`config.mk`:
```
export PLATFORM = sky130hd
export DESIGN_NAME = skip_and_subtract_exec
export DESIGN_NICKNAME = d
export VERILOG_FILES = /design/src/hdl/skip_sub_pkg.sv /design/src/hdl/sub_flags_alu.sv /design/src/hdl/skip_and_subtract_exec.sv
export SDC_FILE = /design/constraint.sdc
export NUM_CORES = 1
export LEC_CHECK = 0
export BUFFER_PORTS_ARGS = -buffer_cell sky130_fd_sc_hd__buf_2
export CORE_AREA = 4 4 52 89
export DETAILED_ROUTE_END_ITERATION = 12
export DIE_AREA = 0 0 56 93
export PLACE_DENSITY = 0.76
export SLEW_MARGIN = 40
export SYNTH_ARGS = -nofsm -noshare
export SYNTH_HDL_FRONTEND = slang
export SYNTH_SLANG_ARGS = --single-unit
```
`constraint.sdc`:
```
create_clock -name clk -period 2.1 [get_ports clk]
set_clock_uncertainty 0.05 [all_clocks]
set_input_delay 0.42 -clock clk [delete_from_list [all_inputs] [get_ports clk]]
set_output_delay 0.42 -clock clk [all_outputs]
set_load 0.02 [all_outputs]
```
`src/hdl/skip_sub_pkg.sv`:
```
// Package with operation codes, flag positions and reset values for the skip and subtract unit.
package skip_sub_pkg;
  localparam int DATA_W = 8;
  localparam int BIT_SEL_W = 3;
  localparam int OP_W = 3;
  localparam int FLAG_W = 4;
  // Operation codes presented by the decode logic.
  typedef enum logic [2:0] {
    OP_NONE = 3'b000,
    OP_INC_MEM_SKIP_ZERO = 3'b001,
    OP_INC_TO_WREG_SKIP_ZERO = 3'b010,
    OP_SKIP_BIT_NONZERO = 3'b011,
    OP_SUB_TO_WREG = 3'b100,
    OP_SUBTRACT_TO_MEMORY = 3'b101
  } op_t;
  // Flag vector positions.
  localparam int FLAG_C = 0;
  localparam int FLAG_AC = 1;
  localparam int FLAG_Z = 2;
  localparam int FLAG_OV = 3;
  localparam logic [7:0] WREG_RESET = 8'h00;
  localparam logic [3:0] FLAGS_RESET = 4'h0;
  localparam logic [7:0] MEM_RESET = 8'h00;
  localparam logic [7:0] INC_ONE = 8'h01;
  localparam logic [7:0] ZERO_BYTE = 8'h00;
  // Execution states: a skip adds exactly one dummy cycle.
  typedef enum logic [0:0] {
    ST_EXEC = 1'b0,
    ST_DUMMY = 1'b1
  } exec_state_t;
endpackage

```
`src/hdl/sub_flags_alu.sv`:
```
// Combinational 8-bit subtractor with overflow, zero, auxiliary carry and carry outputs.
`timescale 1ns/1ps
module sub_flags_alu
  import skip_sub_pkg::*;
(
  // Operands
  input wire logic [7:0] minuend,
  input wire logic [7:0] subtrahend,
  // Results
  output logic [7:0] difference,
  output logic [3:0] flags
);
  wire [8:0] full_diff = {1'b0, minuend} - {1'b0, subtrahend};
  wire [4:0] low_diff = {1'b0, minuend[3:0]} - {1'b0, subtrahend[3:0]};
  wire sign_ovf = (minuend[7] ^ subtrahend[7]) & (minuend[7] ^ full_diff[7]);
  assign difference = full_diff[7:0];
  assign flags[FLAG_OV] = sign_ovf;
  assign flags[FLAG_Z] = (full_diff[7:0] == ZERO_BYTE);
  assign flags[FLAG_AC] = ~low_diff[4];
  assign flags[FLAG_C] = ~full_diff[8];
endmodule

```
`src/hdl/skip_and_subtract_exec.sv`:
```
// Execution unit for increment-and-skip, bit-test skip and subtract instructions.
`timescale 1ns/1ps
module skip_and_subtract_exec
  import skip_sub_pkg::*;
(
  // Clock and reset
  input wire logic clk,
  input wire logic rst_n,
  // Decode side
  input wire logic op_valid,
  input wire logic [2:0] op_code,
  input wire logic [2:0] bit_sel,
  // Data memory read operand and flags in
  input wire logic [7:0] mem_rdata,
  input wire logic [3:0] flags_in,
  // Results
  output logic [7:0] working_register,
  output logic [3:0] flags_out,
  output logic flags_we,
  output logic [7:0] mem_wdata,
  output logic mem_we,
  output logic dummy_cycle,
  output logic busy
);
  // ----------------------------------------------------------------
  // Decode and datapath
  // ----------------------------------------------------------------
  logic [7:0] wreg_ff, nxt_wreg;
  logic [3:0] flags_ff;
  logic flags_we_ff, mem_we_ff, dummy_ff;
  logic [7:0] mem_wdata_ff;
  exec_state_t state_ff;
  logic [7:0] sub_diff;
  logic [3:0] sub_flags;

  wire accept = op_valid && (state_ff == ST_EXEC);
  wire is_inc_mem = accept && (op_code == OP_INC_MEM_SKIP_ZERO);
  wire is_inc_wreg = accept && (op_code == OP_INC_TO_WREG_SKIP_ZERO);
  wire is_bit_skip = accept && (op_code == OP_SKIP_BIT_NONZERO);
  wire is_sub_wreg = accept && (op_code == OP_SUB_TO_WREG);
  wire is_sub_mem = accept && (op_code == OP_SUBTRACT_TO_MEMORY);
  wire is_sub = is_sub_wreg || is_sub_mem;

  // ----------------------------------------------------------------
  // Increment and bit test
  // ----------------------------------------------------------------
  // increment wraps modulo 256.
  wire [7:0] inc_value = mem_rdata + INC_ONE;
  wire inc_zero = (inc_value == ZERO_BYTE);
  wire bit_set = mem_rdata[bit_sel];
  // skip condition from any skipping instruction.
  // The skip is decided from the operand as read, so no second memory access is needed.
  wire skip_now = ((is_inc_mem || is_inc_wreg) && inc_zero) || (is_bit_skip && bit_set);

  // ----------------------------------------------------------------
  // Subtract datapath
  // ----------------------------------------------------------------
  // The subtractor always sees the live working register, so back-to-back subtracts need no bubble.
  sub_flags_alu u_alu (
    .minuend(wreg_ff),
    .subtrahend(mem_rdata),
    .difference(sub_diff),
    .flags(sub_flags)
  );

  // ----------------------------------------------------------------
  // Result selection
  // ----------------------------------------------------------------
  // increment result to working register; subtract result too.
  assign nxt_wreg = is_inc_wreg ? inc_value : (is_sub_wreg ? sub_diff : wreg_ff);
  // incremented byte goes back to memory; difference goes to memory.
  wire [7:0] nxt_mem_wdata = is_inc_mem ? inc_value : sub_diff;
  wire nxt_mem_we = is_inc_mem || is_sub_mem;
  // only subtracts touch flags; others keep the incoming flags.
  wire [3:0] nxt_flags = is_sub ? sub_flags : flags_in;

  // ----------------------------------------------------------------
  // Registers
  // ----------------------------------------------------------------
  // working register load.
  always_ff @(posedge clk) begin
    if (!rst_n) begin
      wreg_ff <= WREG_RESET;
    end else begin
      wreg_ff <= nxt_wreg;
    end
  end

  always_ff @(posedge clk) begin
    if (!rst_n) begin
      flags_ff <= FLAGS_RESET;
      flags_we_ff <= 1'b0;
    end else begin
      flags_ff <= nxt_flags;
      flags_we_ff <= is_sub;
    end
  end

  // memory write back.
  // Write data loads every cycle; only the one-cycle strobe makes the memory take it.
  always_ff @(posedge clk) begin
    if (!rst_n) begin
      mem_wdata_ff <= MEM_RESET;
      mem_we_ff <= 1'b0;
    end else begin
      mem_wdata_ff <= nxt_mem_wdata;
      mem_we_ff <= nxt_mem_we;
    end
  end

  // ----------------------------------------------------------------
  // Skip sequencing
  // ----------------------------------------------------------------
  // An instruction offered in the dummy cycle is the skipped one, so it is dropped, not held.
  // one dummy cycle follows a met skip.
  always_ff @(posedge clk) begin
    if (!rst_n) begin
      state_ff <= ST_EXEC;
      dummy_ff <= 1'b0;
    end else begin
      unique case (state_ff)
        ST_EXEC: begin
          state_ff <= skip_now ? ST_DUMMY : ST_EXEC;
          dummy_ff <= skip_now;
        end
        ST_DUMMY: begin
          state_ff <= ST_EXEC;
          dummy_ff <= 1'b0;
        end
      endcase
    end
  end

  // ----------------------------------------------------------------
  // Output ports
  // ----------------------------------------------------------------
  assign working_register = wreg_ff;
  assign flags_out = flags_ff;
  assign flags_we = flags_we_ff;
  assign mem_wdata = mem_wdata_ff;
  assign mem_we = mem_we_ff;
  assign dummy_cycle = dummy_ff;
  assign busy = dummy_ff;

  // ----------------------------------------------------------------
  // Assertions
  // ----------------------------------------------------------------
  a_inc_mem_write: assert property (@(posedge clk) disable iff (!rst_n)
    is_inc_mem |=> mem_we && mem_wdata == $past(mem_rdata) + INC_ONE && !flags_we)
    else $error("increment to memory did not write incremented byte");
  a_skip_one_dummy: assert property (@(posedge clk) disable iff (!rst_n)
    skip_now |=> dummy_cycle ##1 !dummy_cycle)
    else $error("skip did not give exactly one dummy cycle");
  a_no_skip_no_dummy: assert property (@(posedge clk) disable iff (!rst_n)
    (state_ff == ST_EXEC && !skip_now) |=> !dummy_cycle)
    else $error("dummy cycle without a skip");
  a_inc_wreg_load: assert property (@(posedge clk) disable iff (!rst_n)
    is_inc_wreg |=> working_register == $past(mem_rdata) + INC_ONE && !mem_we)
    else $error("increment to register wrong or memory written");
  a_bit_skip_cond: assert property (@(posedge clk) disable iff (!rst_n)
    is_bit_skip |=> dummy_cycle == $past(mem_rdata[bit_sel]) && !flags_we && !mem_we)
    else $error("bit test skip decision wrong");
  a_sub_wreg_result: assert property (@(posedge clk) disable iff (!rst_n)
    is_sub_wreg |=> working_register == $past(wreg_ff) - $past(mem_rdata))
    else $error("subtract to register result wrong");
  a_sub_mem_result: assert property (@(posedge clk) disable iff (!rst_n)
    is_sub_mem |=> mem_we && mem_wdata == $past(wreg_ff) - $past(mem_rdata))
    else $error("subtract to memory result wrong");
  a_sub_carry_flag: assert property (@(posedge clk) disable iff (!rst_n)
    is_sub |=> flags_we && flags_out[FLAG_C] == ($past(wreg_ff) >= $past(mem_rdata)))
    else $error("carry flag wrong after subtract");
  a_sub_zero_flag: assert property (@(posedge clk) disable iff (!rst_n)
    is_sub |=> flags_out[FLAG_Z] == ($past(wreg_ff) == $past(mem_rdata)))
    else $error("zero flag wrong after subtract");

  // ----------------------------------------------------------------
  // Assertions: kept results, flags and reset
  // ----------------------------------------------------------------
  // Sign-extended reference difference; signed overflow shows as its top two bits disagreeing.
  wire [8:0] sext_diff = {wreg_ff[7], wreg_ff} - {mem_rdata[7], mem_rdata};
  a_inc_mem_skip: assert property (@(posedge clk) disable iff (!rst_n)
    is_inc_mem |=> (dummy_cycle == (&$past(mem_rdata))) && $stable(working_register))
    else $error("increment to memory skip or register wrong");
  a_inc_wreg_skip: assert property (@(posedge clk) disable iff (!rst_n)
    is_inc_wreg |=> (dummy_cycle == (&$past(mem_rdata))) && !flags_we)
    else $error("increment to register skip decision wrong");
  a_bit_skip_keep: assert property (@(posedge clk) disable iff (!rst_n)
    is_bit_skip |=> $stable(working_register))
    else $error("bit test skip changed the working register");
  a_sub_wreg_nowrite: assert property (@(posedge clk) disable iff (!rst_n)
    is_sub_wreg |=> !mem_we && !dummy_cycle)
    else $error("subtract to register wrote memory or skipped");
  a_sub_mem_keep: assert property (@(posedge clk) disable iff (!rst_n)
    is_sub_mem |=> $stable(working_register) && !dummy_cycle)
    else $error("subtract to memory changed the working register or skipped");
  a_sub_ovf_flag: assert property (@(posedge clk) disable iff (!rst_n)
    is_sub |=> flags_out[FLAG_OV] == ($past(sext_diff[8]) != $past(sext_diff[7])))
    else $error("overflow flag wrong after subtract");
  a_sub_half_flag: assert property (@(posedge clk) disable iff (!rst_n)
    is_sub |=> flags_out[FLAG_AC] == ($past(wreg_ff[3:0]) >= $past(mem_rdata[3:0])))
    else $error("auxiliary carry wrong after subtract");
  a_flags_untouched: assert property (@(posedge clk) disable iff (!rst_n)
    (accept && !is_sub) |=> !flags_we && flags_out == $past(flags_in))
    else $error("flags written by a non-subtract instruction");
  a_dummy_refused: assert property (@(posedge clk) disable iff (!rst_n)
    state_ff == ST_DUMMY |=> !mem_we && !flags_we && !dummy_cycle && $stable(working_register))
    else $error("request taken during the dummy cycle");
  a_noop_quiet: assert property (@(posedge clk) disable iff (!rst_n)
    (!op_valid || op_code == OP_NONE) |=> !mem_we && !flags_we && !dummy_cycle && $stable(working_register))
    else $error("idle or no-op cycle changed state");
  a_reset_values: assert property (@(posedge clk)
    !rst_n |=> working_register == WREG_RESET && flags_out == FLAGS_RESET && !mem_we && !flags_we && !dummy_cycle)
    else $error("outputs not at reset values after reset");
endmodule

```
==> metrics.txt <==
row cnt=30; CTS buffer count=3; Post-synth EDFFs=0; status=completed; most common cell after layout, fill and taps aside=buf_2; Peak supply drop=352 uV; Initial Utilization=about two fifths; register bit total from synthesis=23; Port Buf Inserts=44; Achievable Freq=a little under 500 MHz; Die Area=between 5000 and 6000 um^2; clock edge transition at the registers on the reported setup and hold paths=~0.090 ns; Req. time, crit path=about 2.2 ns; CP max FO=3; syn_area_per_cell=between 8 and 9 um^2; post-synth top area share=between 30% and 40%; LEAKAGE=0.999 nW; Final setup violation count=0; relative slew slack=72.4%; Inserted Diodes=0; TritonCTS Sinks=23; Mapped Area=approximately 1500 um^2; sequential power share=40.7%; RSZ-0062 raised after global routing=yes; Top FF cell, synth=dfxtp_1; Mapped Cells=about 180; Yosys cell types=48; hold-critical path depth=3; worst slew pin tran=0.412 ns; largest net degree at the start of global routing=15; power density over cell area=~560 nW/um^2; DR DRC count=0; Vias=around 1600; Ports=between 40 and 50; Hold WC Path Type=in -> reg; CTS tree=yes; Reg2Reg Setup Slack=0.02 ns; gr usage total=roughly 18%; area leader, netlist=dfxtp_1; Nets=283; synthesis-to-layout area growth=38.2%; htree depth=1; min cycle time layout=~2.1 ns; worst hold margin=roughly 0.33 ns; Critical R2R Launch=working_register[0]$_SDFFE_PN0P_; Hold Path Origin=flags_in[2]; Core ar.=3900 um^2; capture point of the worst reg-to-reg path=working_register[6]$_SDFFE_PN0P_; WL per Instance=15.7 um; Final Hold Viols=0; overall routed net length=between 4000 and 5000 um; leading cell types in the layout, fill and taps excluded=44 x buf_2, 28 x buf_4, 22 x dfxtp_1; top post-synthesis cells by area=dfxtp_1 30%, ha_1 7.4%, xnor2_1 5.2%; Die Width=approximately 56 um; clk root buf=clkbuf_8; Clock power frac=around 24%; switch share=approximately 33%; Tot Pwr=between 1 and 1.5 mW; Crit Path Category=reg -> reg; CP endpoint kind=flip-flop; router iterations before antenna repair=4; vias in the first global route=~1600; crit path DAT=around 2.2 ns; Skew-Pair Late Insertion Delay=around 0.27 ns; Mapped Nets=between 200 and 250; Synth async-reset ratio=0%; FILL cells=just under 400; Max Slew Vio Count=0; DP HPWL=around 3700 um; number of max-cap violations=0; cell-internal power=0.791 mW; share of cells above drive strength 1=between 30% and 40%; Yosys warnings=0; combinational fraction of design power=35.2%; NetSw=a little under 0.4 mW; sequential-to-total area share from yosys stat=between 30% and 40%; first-pass GRT wire length=about 7300 um; crit start category=flip-flop; final estimated routing congestion in global placement=between 0.9 and 1; Clock Path Buffers=2; Detailed Route Iter0 Violations=53; Via density=~5.4; GRT overflow=0; initial antenna violation count=0; Routed Antenna Nets=0; sink of the worst hold path=flags_out[2]$_SDFF_PN0_; fin crit share=approximately 100%; DIE HEIGHT=between 90 and 100 um; worst r2r path cells=9
flip-flops by register name, summed over array words and instances, names as in the netlist:
signal / count
mem_wdata: 8
working_register: 8
flags_out: 4
busy: 1
flags_we: 1
mem_we: 1
through the flow:
stage          setup WS [ns]  instance area [um^2]  cells  utilization (%)  setup TNS (ns)
2_1_floorplan        -0.0300                  1560    181                -         -0.0300
3_3_place_gp          -0.191                  2000    294             51.3           -1.01
3_5_place_dp          -0.246                  2000    294             51.3           -1.50
4_1_cts              0.00714                  2050    298             52.6               0
5_1_grt              -0.0543                  2100    299             53.8          -0.159
6_report              0.0208                  2100    299             53.8               0
repair_timing:
item | in CTS | in global routing
endpoints found under the setup margin | 2 | 6
gates cloned | 0 | 0
hold buffers | 0 | 0
gates resized for setup | 2 | 8
pin swaps | 0 | 6
buffers inserted | 0 | 1
how the worst max path moves through the flow:
stage | to | startpoint | slack (ns)
after detailed placement | working_register[6]$_SDFFE_PN0P_ | mem_rdata[0] | -0.25
after global placement | working_register[6]$_SDFFE_PN0P_ | mem_rdata[0] | -0.19
final | working_register[6]$_SDFFE_PN0P_ | working_register[0]$_SDFFE_PN0P_ | 0.02
after floorplan | working_register[6]$_SDFFE_PN0P_ | mem_rdata[2] | -0.03
after CTS | working_register[6]$_SDFFE_PN0P_ | working_register[0]$_SDFFE_PN0P_ | 0.007
after global routing | working_register[6]$_SDFFE_PN0P_ | working_register[0]$_SDFFE_PN0P_ | -0.05
kinds of logic after synthesis:
family,Yosys count,synth area share (%)
compound gates,42,19.7
buf+inv,16,4.28
xor+xnor,11,6.33
simple gates,76,27.1
flops,23,30.3
mux,3,3.62
fa+ha+maj,10,8.72
layout make-up:
cell class / count / area, um^2 / share of cell area, %
multi-input cells: 142 / 1070 / 50.7
flip-flops and latches: 23 / 462 / 22.0
repair buffers: 72 / 430 / 20.5
well taps: 48 / 60.1 / 2.86
clock buffers: 3 / 41.3 / 1.96
inverters: 10 / 37.5 / 1.79
clock inverters: 1 / 5.00 / 0.238
cell usage after synthesis, drive strengths merged, types with 2 or more instances:
| cell type | number |
|---|---|
| mux4 | 2 |
| clkbuf | 5 |
| or3 | 2 |
| nand4 | 2 |
| a21boi | 2 |
| nand2b | 5 |
| o211a | 3 |
| nand3 | 5 |
| nor2 | 19 |
| a21oi | 8 |
| a21o | 2 |
| dfxtp | 23 |
| nor4b | 2 |
| ha | 9 |
| o21ai | 9 |
| nand2 | 18 |
| nor2b | 5 |
| xor2 | 2 |
| o21a | 5 |
| xnor2 | 9 |
| nor3b | 3 |
| o31a | 2 |
| inv | 10 |
| nor3 | 5 |
| and2 | 3 |
| o2111ai | 2 |
| and3 | 6 |
worst max-delay path: stages, from the launching register on:
cell and delay (ns):
dfxtp_2 0.35, inv_2 0.04, ha_4 0.16, fa_2 0.36, nor2b_2 0.15, o31a_1 0.18, o31a_1 0.19, nor3_2 0.06
a221o_1 0.28, and2_1 0.15
per-layer routing:
metal	vias to the layer above	part of all wire [%]	GRT usage, %
li1	787	-	-
met1	760	36	18.1
met2	62	53	33.0
met3	20	5.1	2.35
met4	0	5.8	10.1
met5	-	0	0
power groups by stage:
stage          sequential, mW  combinational, mW  clock, mW
2_1_floorplan           0.530              0.185          0
3_3_place_gp            0.490              0.384          0
3_5_place_dp            0.490              0.390          0
4_1_cts                 0.480              0.394      0.286
5_1_grt                 0.483              0.451      0.310
6_report                0.480              0.415      0.284
Note: power is estimated with default switching activity, not from simulation.
